===== config.mk =====
export PLATFORM = sky130hd
export DESIGN_NAME = jtag_instruction_and_data_regs
export DESIGN_NICKNAME = d
export VERILOG_FILES = /design/src/design/jtag_ir_dr_pkg.sv /design/src/design/jtag_in_sync.sv /design/src/design/jtag_instruction_and_data_regs.sv
export VERILOG_INCLUDE_DIRS = /design/src /design/src/design
export SDC_FILE = /design/constraint.sdc
export NUM_CORES = 1
export LEC_CHECK = 0
export BUFFER_PORTS_ARGS = -buffer_cell sky130_fd_sc_hd__buf_2
export CORE_MARGIN = 3
export CORE_UTILIZATION = 35
export DETAILED_ROUTE_END_ITERATION = 12
export GPL_TIMING_DRIVEN = 0
export PLACE_DENSITY_LB_ADDON = 0.08
export SYNTH_ARGS = -nofsm -noshare
export SYNTH_HDL_FRONTEND = slang
export SYNTH_SLANG_ARGS = --single-unit
export TNS_END_PERCENT = 1

===== constraint.sdc =====
create_clock -name clock -period 5.8 [get_ports clock]
set_clock_uncertainty 0.05 [all_clocks]
set_input_delay 0.87 -clock clock [delete_from_list [all_inputs] [get_ports clock]]
set_output_delay 0.87 -clock clock [all_outputs]
set_load 0.01 [all_outputs]

===== src/design/jtag_ir_dr_regs.svh =====
/*
  constants for the scan instruction and test data registers:
  widths, instruction codes, capture pattern, id field positions.
  assumes inclusion by the package, the synchroniser, the main module and the bench.
*/
`ifndef JTAG_IR_DR_REGS_SVH
`define JTAG_IR_DR_REGS_SVH

// register widths
`define IR_W        4
`define ID_W        32
`define PIN_W       4
`define BSR_W       8
`define OFS_W       32
`define SYNC_W      14

// instruction codes
`define INS_EXTEST  4'h0
`define INS_SAMPLE  4'h1
`define INS_IDCODE  4'h2
`define INS_CLAMP   4'h3
`define INS_HIGHZ   4'h4
`define INS_OFS_RD  4'h7
`define INS_OFS_WR  4'h8
`define INS_BYPASS  4'hf

// fixed capture-ir pattern, low two bits are 01
`define IR_CAPTURE  4'h1
// instruction taken on test-logic-reset
`define IR_RESET    `INS_IDCODE

// id word field positions
`define ID_VER_LSB  28
`define ID_PART_LSB 12
`define ID_MFR_LSB  1
`define ID_BIT0     1'b1

// boundary cell split: low cells pins in, high cells pins out
`define BSR_OUT_LSB 4

`endif


===== src/design/jtag_ir_dr_pkg.sv =====
/*
  types for the scan instruction and test data registers.
  assumes the constants header sits beside it.
*/
`include "jtag_ir_dr_regs.svh"

package jtag_ir_dr_pkg;

  // tap controller state flags, one bundle
  typedef struct packed {
    logic tlr;
    logic captureIr;
    logic shiftIr;
    logic updateIr;
    logic captureDr;
    logic shiftDr;
    logic updateDr;
  } tapState_t;

  // everything that crosses from the scan pins into the clock domain
  typedef struct packed {
    logic             tck;
    logic             tdi;
    logic             trstN;
    tapState_t        st;
    logic [`PIN_W-1:0] pinIn;
  } syncBundle_t;

  // data register chosen by the current instruction
  typedef enum logic [3:0] {
    SEL_BYPASS = 4'b0001,
    SEL_BSR    = 4'b0010,
    SEL_ID     = 4'b0100,
    SEL_OFS    = 4'b1000
  } sel_t;

endpackage


===== src/design/jtag_in_sync.sv =====
/*
  two flip-flop synchroniser for the scan pin bundle.
  assumes inputs asynchronous to clock; first stage read only by second.
*/
`timescale 1ns/1ps
`include "jtag_ir_dr_regs.svh"

module jtag_in_sync (
  input  wire logic              clock,   // system clock
  input  wire logic              sys_rst, // async reset, high
  input  wire logic [`SYNC_W-1:0] din,    // raw pin levels
  output logic      [`SYNC_W-1:0] dout    // synchronised levels
);

  logic [`SYNC_W-1:0] stage1_q;
  logic [`SYNC_W-1:0] stage1_d;
  logic [`SYNC_W-1:0] stage2_q;
  logic [`SYNC_W-1:0] stage2_d;

  // next values of both stages
  always_comb begin
    stage1_d = din;
    stage2_d = stage1_q;
  end

  // register the two stages
  always_ff @(posedge clock or posedge sys_rst) begin
    if (sys_rst) begin
      stage1_q <= '0;
      stage2_q <= '0;
    end else begin
      stage1_q <= stage1_d;
      stage2_q <= stage2_d;
    end
  end

  assign dout = stage2_q;

endmodule


===== src/design/jtag_instruction_and_data_regs.sv =====
/*
  scan port instruction register, decode and test data registers
  (bypass, boundary scan, identification, threshold offsets).
  assumes an outside tap controller on tck that supplies its state
  flags; tck is sampled by clock, so tck must be much slower than clock.
*/
//
// Overview of operation
// - four-bit instruction register selects one of sixteen codes
// - in shift-ir, instruction bits move from tdi toward tdo each rise
// - shifted instruction takes effect only at update-ir
// - instruction lsb sits nearest tdo and leaves first
// - all data registers share tdi and tdo, instruction picks one
// - unselected data registers stay still and disturb nothing
// - bypass is one stage, loaded with zero on capture-dr
// - read-only 32-bit id register selected by idcode
// - id word: version 31..28, part 27..12, maker 11..1
// - decode extest 0, sample 1, idcode 2, clamp 3, highz 4, bypass f
// - extest: boundary chain in path, drives outputs, captures inputs
// - sample: normal function, capture live pins, preload by shifting
// - idcode: normal function, id readable right after reset
// - clamp: outputs from boundary chain, bypass in path
// - highz: all outputs disabled, bypass in path
// - offset read instruction reads threshold offsets over scan path
// - offset write instruction writes threshold offsets over scan path
// - bypass: fully normal operation, one-bit bypass in path
// - capture-ir loads fixed pattern with low bits 01
// - update-ir latches instruction on falling tck edge
// - tap reset by trst or five tms-high rises before use
`timescale 1ns/1ps
`include "jtag_ir_dr_regs.svh"

module jtag_instruction_and_data_regs
  import jtag_ir_dr_pkg::*;
#(
  parameter logic [3:0]  ID_VERSION = 4'h1,    // arbitrary value
  parameter logic [15:0] ID_PART    = 16'h0123, // arbitrary value
  parameter logic [10:0] ID_MAKER   = 11'h055  // arbitrary value
) (
  input  wire logic             clock,     // system clock, 10 MHz
  input  wire logic             sys_rst,   // async reset, high
  input  wire logic             tck,       // scan clock pin
  input  wire logic             tdi,       // scan data in pin
  input  wire logic             trstN,     // scan reset pin, low
  input  wire tapState_t        tapState,  // tap controller flags
  input  wire logic [`PIN_W-1:0] coreOut,  // functional output values
  input  wire logic [`PIN_W-1:0] coreOutEn, // functional output enables
  input  wire logic [`PIN_W-1:0] pinIn,    // input pin levels
  input  wire logic [`OFS_W-1:0] ofsCur,   // current {full, empty} offsets
  output logic                  tdo,       // scan data out
  output logic                  tdoEn,     // tdo driven
  output logic      [`PIN_W-1:0] pinOut,   // output pin values
  output logic      [`PIN_W-1:0] pinOutEn, // output pin enables
  output logic      [`OFS_W-1:0] ofsWrData, // offsets written by scan
  output logic                  ofsWrStb,  // one-cycle write pulse
  output logic      [`IR_W-1:0]  instrCur  // current instruction
);

  // instruction to data register choice, undefined codes fall to bypass
  function automatic sel_t decodeSel(input logic [`IR_W-1:0] ins);
    sel_t s;
    s = SEL_BYPASS;
    if (ins == `INS_EXTEST || ins == `INS_SAMPLE) begin
      s = SEL_BSR;
    end else if (ins == `INS_IDCODE) begin
      s = SEL_ID;
    end else if (ins == `INS_OFS_RD || ins == `INS_OFS_WR) begin
      s = SEL_OFS;
    end
    return s;
  endfunction

  // instructions that hand the output pins to the boundary chain
  function automatic logic drivesPins(input logic [`IR_W-1:0] ins);
    return (ins == `INS_EXTEST) || (ins == `INS_CLAMP);
  endfunction

  syncBundle_t       syncS;
  logic [`SYNC_W-1:0] syncRaw;
  logic              tckRise;
  logic              tckFall;
  logic              tapRst;
  sel_t              sel;
  logic [`ID_W-1:0]  idWord;
  logic              selLsb;

  logic              tckPrev_q, tckPrev_d;
  logic [`IR_W-1:0]  irShift_q, irShift_d;
  logic [`IR_W-1:0]  instr_q, instr_d;
  logic              bypass_q, bypass_d;
  logic [`ID_W-1:0]  idShift_q, idShift_d;
  logic [`BSR_W-1:0] bsrShift_q, bsrShift_d;
  logic [`BSR_W-1:0] bsrUpd_q, bsrUpd_d;
  logic [`OFS_W-1:0] ofsShift_q, ofsShift_d;
  logic [`OFS_W-1:0] ofsWr_q, ofsWr_d;
  logic              ofsStb_q, ofsStb_d;
  logic              tdo_q, tdo_d;
  logic              tdoEn_q, tdoEn_d;
  logic [`PIN_W-1:0] pinOut_q, pinOut_d;
  logic [`PIN_W-1:0] pinOutEn_q, pinOutEn_d;

  // all pin-domain inputs through two flops
  jtag_in_sync u_sync (
    .clock   (clock),
    .sys_rst (sys_rst),
    .din     ({tck, tdi, trstN, tapState, pinIn}),
    .dout    (syncRaw)
  );

  // edges of tck and the combined tap reset
  always_comb begin
    syncS   = syncBundle_t'(syncRaw);
    tckRise = syncS.tck & ~tckPrev_q;
    tckFall = ~syncS.tck & tckPrev_q;
    tapRst  = syncS.st.tlr | ~syncS.trstN;
    sel     = decodeSel(instr_q);
    idWord  = {ID_VERSION, ID_PART, ID_MAKER, `ID_BIT0};
  end

  // lsb of the data register in the path
  always_comb begin
    case (sel)
      SEL_BSR: selLsb = bsrShift_q[0];
      SEL_ID:  selLsb = idShift_q[0];
      SEL_OFS: selLsb = ofsShift_q[0];
      default: selLsb = bypass_q;
    endcase
  end

  // next state of instruction and data registers
  always_comb begin
    tckPrev_d  = syncS.tck;
    irShift_d  = irShift_q;
    instr_d    = instr_q;
    bypass_d   = bypass_q;
    idShift_d  = idShift_q;
    bsrShift_d = bsrShift_q;
    bsrUpd_d   = bsrUpd_q;
    ofsShift_d = ofsShift_q;
    ofsWr_d    = ofsWr_q;
    ofsStb_d   = 1'b0;
    tdo_d      = tdo_q;
    tdoEn_d    = tdoEn_q;
    if (tapRst) begin
      instr_d = `IR_RESET;
      tdoEn_d = 1'b0;
    end else begin
      if (tckRise) begin
        if (syncS.st.captureIr) begin
          irShift_d = `IR_CAPTURE;
        end else if (syncS.st.shiftIr) begin
          irShift_d = {syncS.tdi, irShift_q[`IR_W-1:1]};
        end
        // only the selected register moves
        if (syncS.st.captureDr) begin
          case (sel)
            SEL_BSR: bsrShift_d = {coreOut, syncS.pinIn};
            SEL_ID:  idShift_d = idWord;
            SEL_OFS: ofsShift_d = ofsCur;
            default: bypass_d = 1'b0;
          endcase
        end else if (syncS.st.shiftDr) begin
          case (sel)
            SEL_BSR: bsrShift_d = {syncS.tdi, bsrShift_q[`BSR_W-1:1]};
            SEL_ID:  idShift_d = {syncS.tdi, idShift_q[`ID_W-1:1]};
            SEL_OFS: ofsShift_d = {syncS.tdi, ofsShift_q[`OFS_W-1:1]};
            default: bypass_d = syncS.tdi;
          endcase
        end
      end
      if (tckFall) begin
        if (syncS.st.updateIr) begin
          instr_d = irShift_q;
        end
        if (syncS.st.updateDr && sel == SEL_BSR) begin
          bsrUpd_d = bsrShift_q;
        end
        if (syncS.st.updateDr && instr_q == `INS_OFS_WR) begin
          ofsWr_d  = ofsShift_q;
          ofsStb_d = 1'b1;
        end
        // tdo changes on the falling edge only
        if (syncS.st.shiftIr) begin
          tdo_d = irShift_q[0];
        end else if (syncS.st.shiftDr) begin
          tdo_d = selLsb;
        end
        tdoEn_d = syncS.st.shiftIr | syncS.st.shiftDr;
      end
    end
  end

  // pin control: normal, driven from chain, or all released
  always_comb begin
    pinOut_d   = coreOut;
    pinOutEn_d = coreOutEn;
    if (!tapRst) begin
      if (instr_q == `INS_HIGHZ) begin
        pinOutEn_d = '0;
      end else if (drivesPins(instr_q)) begin
        pinOut_d   = bsrUpd_q[`BSR_W-1:`BSR_OUT_LSB];
        pinOutEn_d = '1;
      end
    end
  end

  // register all state
  always_ff @(posedge clock or posedge sys_rst) begin
    if (sys_rst) begin
      tckPrev_q  <= 1'b0;
      irShift_q  <= `IR_CAPTURE;
      instr_q    <= `IR_RESET;
      bypass_q   <= 1'b0;
      idShift_q  <= '0;
      bsrShift_q <= '0;
      bsrUpd_q   <= '0;
      ofsShift_q <= '0;
      ofsWr_q    <= '0;
      ofsStb_q   <= 1'b0;
      tdo_q      <= 1'b0;
      tdoEn_q    <= 1'b0;
      pinOut_q   <= '0;
      pinOutEn_q <= '0;
    end else begin
      tckPrev_q  <= tckPrev_d;
      irShift_q  <= irShift_d;
      instr_q    <= instr_d;
      bypass_q   <= bypass_d;
      idShift_q  <= idShift_d;
      bsrShift_q <= bsrShift_d;
      bsrUpd_q   <= bsrUpd_d;
      ofsShift_q <= ofsShift_d;
      ofsWr_q    <= ofsWr_d;
      ofsStb_q   <= ofsStb_d;
      tdo_q      <= tdo_d;
      tdoEn_q    <= tdoEn_d;
      pinOut_q   <= pinOut_d;
      pinOutEn_q <= pinOutEn_d;
    end
  end

  // outputs straight from flops
  assign tdo       = tdo_q;
  assign tdoEn     = tdoEn_q;
  assign pinOut    = pinOut_q;
  assign pinOutEn  = pinOutEn_q;
  assign ofsWrData = ofsWr_q;
  assign ofsWrStb  = ofsStb_q;
  assign instrCur  = instr_q;
endmodule


## Word level (Yosys, flattened, before mapping)

Cells that the tools add are included.
W data, S select, Z words.

| operators by class | value |
|---|---|
| equal/unequal tests | 17 |
| mux-type cells | 38 |
| bitwise operators | 8 |
| reduce and logical (&&, ||, !) cells | 21 |

Operators with widths:

| cell | number |
|---|---|
| $mux W32 | 8 |
| $mux W4 | 14 |
| $mux W8 | 4 |
| $reduce_and A5 Y1 | 4 |
| $ne A2 B2 Y1 const B | 8 |
| $eq A4 B2 Y1 const B | 3 |
| $eq A4 B3 Y1 const B | 3 |
| $reduce_and A3 Y1 | 4 |
| $mux W1 | 11 |
| $reduce_bool A2 Y1 | 5 |
| $eq A4 B4 Y1 const B | 2 |
| $eq A4 B1 Y1 const B | 1 |
| $logic_not A4 Y1 | 1 |
| $not A1 Y1 | 4 |
| $logic_or A1 B1 Y1 | 3 |
| $pmux W1 S3 | 1 |
| $reduce_or A3 Y1 | 1 |
| $and A1 B1 Y1 | 2 |
| $logic_and A1 B1 Y1 | 2 |
| $or A1 B1 Y1 | 2 |
| $reduce_and A2 Y1 | 1 |

| storage, ports and cells | value |
|---|---|
| register bits after elaboration | 161 |
| word-level logic and storage cells | 100 |

## Longest topological paths before layout

Gate-level depths: netlist of run 1.

| depth | value |
|---|---|
| word-level depth | 10 |
| mapped depth | 7 |
| depth with buffers taken out | 4 |

## By module

A second synthesis of run 1 with hierarchy kept.

| second synthesis, totals | value |
|---|---|
| cell total of the unflattened synthesis | 508 |
| area total of the unflattened synthesis | 6,301.0 um^2 |

Modules (own cells, without submodules):

| module | times used | cells an instance | area an instance (um^2) |
|---|---|---|---|
| jtag_instruction_and_data_regs | 1 | 479 | 5,596.6 |
| jtag_in_sync | 1 | 29 | 704.4 |

## Worst setup path after synthesis of run 1

Ideal clock, no wire load.

| timing | value |
|---|---|
| kind | register to register |
| from | register instr_q[1] (netlist: instrCur[1]) |
| to | register ofsShift_q[0] |
| setup time | 126 ps |
| arrival time | 2,015 ps |
| path slack | 3,609 ps |
| stages on the path, launching flop included | 6 |
| cell sequence | dfstp_2 clkbuf_1 nand4b_1 a2111oi_4 buf_2 a21oi_1 |

| between the ends | value |
|---|---|
| word-level cells in the longest chain between the ends | 8 |

Ends and longest elaborated chain:

| item | RTL line | RTL |
|---|---|---|
| start, declared | jtag_instruction_and_data_regs.sv:89 | `` logic [`IR_W-1:0] instr_q, instr_d; `` |
| start signal, assigned | jtag_instruction_and_data_regs.sv:212 | `` instr_q <= `IR_RESET; `` |
| start signal, assigned | jtag_instruction_and_data_regs.sv:227 | `instr_q <= instr_d;` |
| $eq A4 B3 Y1 (no line) / $eq A4 B4 Y1 (equally long branches) | -- |  |
| $logic_or A1 B1 Y1 (no line) | -- |  |
| $mux W4 | jtag_instruction_and_data_regs.sv:67 | `` end else if (ins == `INS_OFS_RD \|\| ins == `INS_OFS_WR) begin `` |
| $mux W4 | jtag_instruction_and_data_regs.sv:65 | `` end else if (ins == `INS_IDCODE) begin `` |
| $mux W4 (*) | jtag_instruction_and_data_regs.sv:63 | `` if (ins == `INS_EXTEST \|\| ins == `INS_SAMPLE) begin `` |
| $eq A4 B4 Y1 (*) | jtag_instruction_and_data_regs.sv:156, jtag_instruction_and_data_regs.sv:163 |  |
| $ne A2 B2 Y1 (no line) | -- |  |
| $reduce_and A5 Y1 (no line) (*) | -- |  |
| end signal, assigned | jtag_instruction_and_data_regs.sv:232 | `ofsShift_q <= ofsShift_d;` |
| end, declared | jtag_instruction_and_data_regs.sv:94 | `` logic [`OFS_W-1:0] ofsShift_q, ofsShift_d; `` |

Mark *: on every way between the ends. The rest lies on a longest branch, timed or not.
A chain may end at the register's enable or synchronous reset.

## Final worst setup path of run 1

| timing | value |
|---|---|
| from | register instr_q[1] (netlist: instrCur[1]) |
| to | register ofsShift_q[26] |

Same word-level chain as after synthesis.

==> results of run 1 <==
final timing paths:
| kind | from | end | depth (start not counted) |
|---|---|---|---|
| worst max-delay path | instrCur[1] | ofsShift_q[26] | 5 |
| worst min register to register | u_sync.stage1_q[7] | u_sync.dout[7] | 0 |
| worst max register to register | instrCur[1] | ofsShift_q[26] | 5 |
| worst min-delay path | u_sync.stage1_q[7] | u_sync.dout[7] | 0 |
| min in group asynchronous | sys_rst | ofsWrStb | 2 |
| max in group asynchronous | sys_rst | pinOut[1] | 3 |
logic make-up (layout without fill, tap and decap cells):
family / Yosys count / after routing / share of synthesized area, %
multiplexers: 80 / 80 / 13.71
XOR/XNOR: 1 / 1 / 0.1407
AND/OR/NAND/NOR: 146 / 146 / 11.21
AO/OA/AOI/OAI: 100 / 100 / 9.064
flip-flops: 157 / 157 / 63.14
buffers and inverters: 38 / 173 / 2.733
cell type report:
cell class | instances | area (um2)
Buffer | 31 | 143.9
Clock buffer | 21 | 460.4
Clock inverter | 11 | 141.4
Fill cell | 1638 | 9702
Inverter | 7 | 33.78
Multi-Input combinational cell | 327 | 2125
Sequential cell | 157 | 3931
Tap cell | 225 | 281.5
Timing Repair Buffer | 103 | 538.0
placed cells by master (no fill, tap or decap), types with 4 or more instances in the layout:
cell type	n
dfrtp_1	155
buf_2	106
nor2_1	59
a21oi_1	47
mux2_2	42
o21ai_0	39
mux2i_1	38
nand2_1	35
clkbuf_1	25
nand2b_1	23
clkbuf_16	17
nand3_1	9
inv_1	6
o31ai_1	5
clkinv_2	4
routing by layer:
metal  GRT usage (%)  vias to the layer above  wire [um]
met1           20.08                     2081       6245
met5               0                        -         13
met2           22.26                       99       6330
li1                -                     2039          -
met3           5.395                       12        829
met4           4.016                        2        133
flip-flops by register name, summed over array words and instances (netlist names), 8 cells and up:
signal	cells
ofsShift_q	32
bsrShift_q	8
u_sync.stage1_q	14
ofsWrData	32
idShift_q	32
u_sync.dout	14
metrics by stage:
stage / total power (uW) / setup TNS, ps / std cells / utilization, % / hold WS, ps
2_1_floorplan: 1291 / 0 / 522 / - / 281.2
3_3_place_gp: 1346 / -188920 / 849 / 40.43 / 282.9
3_5_place_dp: 1353 / 0 / 850 / 40.64 / 285.8
4_1_cts: 2505 / 0 / 882 / 44.10 / 299.5
5_1_grt: 2585 / 0 / 882 / 44.10 / 302.2
6_report: 2459 / 0 / 882 / 44.10 / 295.8
power breakdown:
| part | internal [uW] | total, uW | leakage [uW] | switching, uW |
|---|---|---|---|---|
| Sequential | 1150 | 1180 | 0.00188 | 29.8 |
| Clock | 697 | 1130 | 0.000289 | 433 |
| Combinational | 63.2 | 146 | 0.00145 | 83.2 |
==> results.cfg, run 1 <==
[power_and_ir_drop]
p_leak_uw = 0.003628
powerDensity_nw_per_um2 = 321.3
vdd_drop_max_mv = 0.2034

[worst_setup_path]
cpPeakStageDelay_ps = 980
crit_fanout = 10
critPathTopFamily = compound AO/OA/AOI/OAI gates
critPathKind = flop to flop
end_kind = flop
path_cells = clkbuf_1 > nand4b_1 > a2111oi_4 > buf_2 > a21oi_1
slowest_stage = a2111oi_4
crit_arrival_ps = 3070
r2r_slack_ps = 2970
path_buf_inv = 2
cp.required_ps = 6040
startpoint_type = flop

[global_route]
antenna_found_initial = 1
grt_max_degree = 128
grt_usage_pct = 14.71
grt_pass1_vias = 4412
grt_pass1_wl_um = 23150
grt.overflow.total = 0

[clock_network]
cts-root-buf = clkbuf_16
cts_tree = done
clk_path_buf_depth = 2
numCtsBuffers = 17
ctsResizeCount = 0
hold_buffers = 0
cts_setup_buffers = 0
htree_num_levels = 4
clk_pin_slew_ps = 60
clock-sinks = 157
clk_latency_ps = 410

[die]
dieHeight_um = 139.4
rows = 48
dieArea_um2 = 19430
fp.coreArea_um2 = 17360
pin_count = 103
start_util_pct = 35.87
die_w_um = 139.4

[sta]
finalHoldViolCount = 0
clock.fmax_ghz = 0.3533
setup_ws_ps = 2970
setup_viol = 0
slew_violations = 0
slew-limit-headroom_pct = 33.36
period_needed_ps = 2830
rsz0062_at_grt = no
worstMarginPinSlew_ps = 999.7
period_share_pct = 48.80

[yosys]
synth_cell_types = 38
ys_top_cells_by_area = dfrtp_1 (62%), mux2_2 (7.6%), mux2i_1 (6.1%), a21oi_1 (3.8%), nor2_1 (3.6%)
ys_seq_elements = 157
synthTopCellsByCount = dfrtp_1 (155), nor2_1 (59), a21oi_1 (47), mux2_2 (42), o21ai_0 (39)
synth_area_um2 = 6226
synth_warnings = 0
syn_nets = 578
yosysTopAreaCellShare_pct = 62.30
synth_edf_count = 0
avgSynthCellArea_um2 = 11.93
synthArstFlopShare_pct = 100.0
synthCells = 522
yosysTopAreaCell = dfrtp_1
seq_area_frac_synth_pct = 63.14
ys.flop_type = dfrtp_1
synth_most_common_cell = dfrtp_1

[drt]
drc = 0
avgRoutedWirePerCell_um = 15.37
drtIter0Drc = 183
vias = 4233
first_pass_iters = 6
viasPerCell = 4.799
ant_nets = 0
drt_wl_total_um = 13550

[placement]
dpl-instance-area_um2 = 7053
io_buffer_count = 102
place_congestion = 0.7221
dp_hpwl_um = 9072
pre_cts_ws_ps = 2943

[cells_and_area]
synthToLayoutAreaGrowth_pct = 22.95
stdcell_area_um2 = 7655
n_antenna_cell = 0
drive_gt1_share_pct = 28.77
nNetsFinal = 700

[hold_path]
hp-class = flop to flop

[status]
status = finished, final reports clean

[run]
max_cap_violations = 0
No activity file was read; power rests on OpenSTA's default activity.
==> inputs of run 2 (changes only) <==
Clock period 5.8 ns to 2.8 ns, I/O delays scaled along.
==> results.cfg, run 2 (same netlist as run 1, synthesis figures left out) <==
[global_route]
grt_max_degree = 42
grt_usage_pct = 14.82
grt_pass1_vias = 4397
antenna_found_initial = 0
grt.overflow.total = 0
grt_pass1_wl_um = 23190

[status]
status = finished, final reports clean

[drt]
avgRoutedWirePerCell_um = 15.37
drt_wl_total_um = 13640
drtIter0Drc = 223
vias = 4249
drc = 0
ant_nets = 0
first_pass_iters = 4
viasPerCell = 4.790

[power_and_ir_drop]
powerDensity_nw_per_um2 = 647.0
vdd_drop_max_mv = 0.4204
p_leak_uw = 0.003653
power.total_uw = 4994

[worst_setup_path]
cp.required_ps = 3050
crit_arrival_ps = 2740
crit_fanout = 10
critPathKind = flop to flop
startpoint_type = flop
end_kind = flop

[sta]
setup_viol = 0
clock.fmax_ghz = 0.4025
slew-limit-headroom_pct = 43.89
worstMarginPinSlew_ps = 841.7
period_needed_ps = 2485
finalHoldViolCount = 0
period_share_pct = 88.74
whs_ps = 19.90
rsz0062_at_grt = no
slew_violations = 0

[cells_and_area]
synthToLayoutAreaGrowth_pct = 23.98
mostFrequentLayoutCells = dfrtp_1 (155), buf_2 (106), nor2_1 (59)
nNetsFinal = 705
n_antenna_cell = 0
drive_gt1_share_pct = 29.61
final_common_cell = dfrtp_1

[clock_network]
numCtsBuffers = 17
cts_tree = done
clk_pin_slew_ps = 60
hold_buffers = 0
clk_path_buf_depth = 2
htree_num_levels = 4
cts-root-buf = clkbuf_16
clock-sinks = 157
clk_latency_ps = 420

[hold_path]
hp-class = primary input to async pin

[die]
die_w_um = 139.4
rows = 48
start_util_pct = 35.87
pin_count = 103
dieHeight_um = 139.4
fp.coreArea_um2 = 17360
dieArea_um2 = 19430

[placement]
io_buffer_count = 102
place_congestion = 0.7349
dp_hpwl_um = 9468

[run]
max_cap_violations = 0
-- run 2: cell count changes in the layout (fill, tap and decap cells not counted), sizes merged --
cell      before  now
buf          111  116
bufinv         3    1
clkbuf        44   46
clkinvlp       3    4
inv            7    6
-- run 2: power breakdown --
part / switching [uW] / total [uW] / internal (uW) / leakage [uW]
clock: 895 / 2230 / 1340 / 0.000281
combinational: 174 / 312 / 138 / 0.00149
sequential: 61.0 / 2450 / 2390 / 0.00188
-- run 2: what timing repair did --
item                                    in CTS  in global routing
pin swaps                                    1                  1
buffers inserted                             0                  2
endpoints found under the setup margin      30                 59
gates cloned                                 0                  0
resized for setup                            0                  1
-- run 2: path summary, 6_finish.rpt --
kind	cells after the start	slack (ps)	endpoint	start
min in group clock	1	50	u_sync.stage1_q[1]	pinIn[1]
max in group asynchronous	4	1930	u_sync.dout[7]	sys_rst
hold / removal	2	20	ofsWrData[17]	sys_rst
hold reg to reg	0	300	u_sync.dout[13]	u_sync.stage1_q[13]
setup / recovery	5	320	ofsWrData[14]	instrCur[1]
setup reg to reg	5	320	ofsWrData[14]	instrCur[1]
-- run 2: per-layer routing --
metal  GRT usage (%)  vias to the layer above  part of all wire, %  routed length (um)
met4           5.252                        0                  1.5                 198
met1           19.92                     2092                   46                6306
li1                -                     2055                    -                   -
met3           4.777                       14                  5.5                 744
met5               0                        -                    0                   0
met2           22.67                       88                   47                6387
-- run 2: area by class of cell --
| type | count | area [um2] |
|---|---|---|
| multi-input combinational | 327 | 2131 |
| tap | 225 | 281.5 |
| buffer | 31 | 143.9 |
| clock inverter | 9 | 85.08 |
| timing repair buffer | 108 | 618.1 |
| fill | 1660 | 9638 |
| clock buffer | 23 | 498.0 |
| inverter | 7 | 30.03 |
| sequential | 157 | 3931 |
-- run 2: critical path, cell delays in order (launching register included) --
cell and delay [ps]:
dfstp_2 570, clkbuf_1 330, nor2_1 110, nand4_1 330
clkbuf_1 560, mux2_2 410
-- run 2: stage by stage --
stage               setup slack (ps)  instance area, um2  cells  utilization, %  setup TNS (ps)
floorplan                      344.8                6230    522               -               0
global placement              -677.1                7022    849           40.46         -104910
detailed placement            -17.37                7102    853           40.92          -265.5
CTS                            9.315                7685    885           44.28               0
global route                   172.0                7719    887           44.47               0
finish                         315.2                7719    887           44.47               0
==> inputs of run 3 (changes only) <==
Settings changed: CORE_UTILIZATION 35 to 55.
==> results.cfg, run 3 (same netlist as run 1, synthesis figures left out) <==
[status]
status = finished, final reports clean

[power_and_ir_drop]
switchingPower_uw = 1121
vdd_drop_max_mv = 0.3911
cell_internal_pwr_uw = 4152
clock_power_share_pct = 47.5
seqPwrFrac_pct = 46.5
p_leak_uw = 0.003683
power.total_uw = 5273
pwr-share-comb_pct = 6.0
swShare_pct = 21.26
powerDensity_nw_per_um2 = 687.0

[global_route]
grt.overflow.total = 0
grt_max_degree = 46
grt_pass1_wl_um = 22000
grt_pass1_vias = 4479
grt_usage_pct = 22.10
antenna_found_initial = 1

[cells_and_area]
final_common_cell = dfrtp_1
mostFrequentLayoutCells = dfrtp_1 (155), buf_2 (106), nor2_1 (59)
nFillCells = 831
seq_area_um2 = 3931
synthToLayoutAreaGrowth_pct = 23.27
drive_gt1_share_pct = 29.15
nNetsFinal = 705
n_antenna_cell = 0
multiInputGateArea_um2 = 2125

[die]
fp.coreArea_um2 = 10940
dieHeight_um = 112.4
dieArea_um2 = 12630
rows = 38
start_util_pct = 56.93
die_w_um = 112.4
pin_count = 103

[clock_network]
ctsResizeCount = 0
clock-sinks = 157
htree_num_levels = 4
numCtsBuffers = 17
clk_pin_slew_ps = 60
cts_tree = done
cts-root-buf = clkbuf_16
clk_latency_ps = 420
clk_path_buf_depth = 2

[sta]
period_needed_ps = 2625
finalHoldViolCount = 0
clock.fmax_ghz = 0.3810
slew-limit-headroom_pct = 47.91
setup_viol = 0
setup_tns_ps = 0
rsz0062_at_grt = no
setup_ws_ps = 175.4
period_share_pct = 93.73
slew_violations = 0
worstMarginPinSlew_ps = 770.9

[drt]
drt_wl_total_um = 13040
avgRoutedWirePerCell_um = 16.26
drtIter0Drc = 295
drc = 0
viasPerCell = 5.429
vias = 4354
ant_nets = 0
first_pass_iters = 4

[placement]
io_buffer_count = 102
place_congestion = 0.7884
dp_hpwl_um = 8910
pre_cts_ws_ps = 120.9

[worst_setup_path]
crit_fanout = 10
r2r_slack_ps = 180
slowest_stage = nor4bb_1
cpPeakStageDelay_ps = 690
cp.required_ps = 3050
r2r_cells = 4
r2r_end = ofsWrData[12]
critPathKind = flop to flop
r2r-start = u_sync.dout[13]
crit_arrival_ps = 2870
startpoint_type = flop
end_kind = flop
path_cells = nor4bb_1 > nand4_1 > clkbuf_1 > mux2_2

[hold_path]
hold_path_end = u_sync.stage1_q[1]
hp-class = primary input to flop
hold_start = pinIn[1]
holdPathStages = 1

[run]
max_cap_violations = 0
[run 3: metrics by stage]
stage	util (%)	hold WS (ps)	instance area (um2)	cells
after floorplan	-	281.2	6230	522
after global placement	63.24	283.6	6915	764
after detailed placement	63.97	284.7	6995	768
after CTS	70.00	40.35	7655	801
after global routing	70.18	39.08	7675	802
final	70.18	53.25	7675	802
[run 3: repair_timing]
action,in CTS,in global routing
endpoints found under the setup margin,0,30
hold buffers,1,0
setup buffers,0,1
hold endpoints to repair,13,0
[run 3: power groups by stage]
stage | Sequential (uW) | Combinational, uW | Clock (uW)
floorplan | 2480 | 195 | 0
global placement | 2490 | 292 | 0
detailed placement | 2490 | 319 | 0
CTS | 2450 | 324 | 2540
global route | 2460 | 362 | 2650
finish | 2450 | 317 | 2500
[run 3: per-layer routing]
metal  global-route usage, %  vias up  wire, um
met1                   28.19     2154      5652
li1                        -     2058         -
met2                   36.35      114      6429
met4                   8.894        2       250
met3                   5.714       26       697
met5                       0        -        11
[run 3: critical path, delay by kind of cell, from the launching register on]
kind                   cells  cell delay (ps)
buffers and inverters      1              430
AND/OR/NAND/NOR            2             1240
flip-flops                 1              420
multiplexers               1              360
[run 3: area by class of cell]
cell class              count  area share, %
repair buffers            108          8.086
well taps                 140          2.282
clock inverters            11          2.462
clock buffers              21          5.999
inverters                   7         0.3913
flip-flops and latches    157          51.22
plain buffers              31          1.875
multi-input cells         327          27.68
[run 3: worst max-delay path by stage]
stage	start	end	cells past startpoint
after global placement	sys_rst	pinOut[0]	2
final	u_sync.dout[13]	ofsWrData[12]	4
after global routing	u_sync.dout[13]	ofsWrData[12]	4
after detailed placement	instrCur[1]	ofsShift_q[13]	5
after CTS	instrCur[1]	ofsShift_q[25]	5
after floorplan	sys_rst	bsrShift_q[0]	1
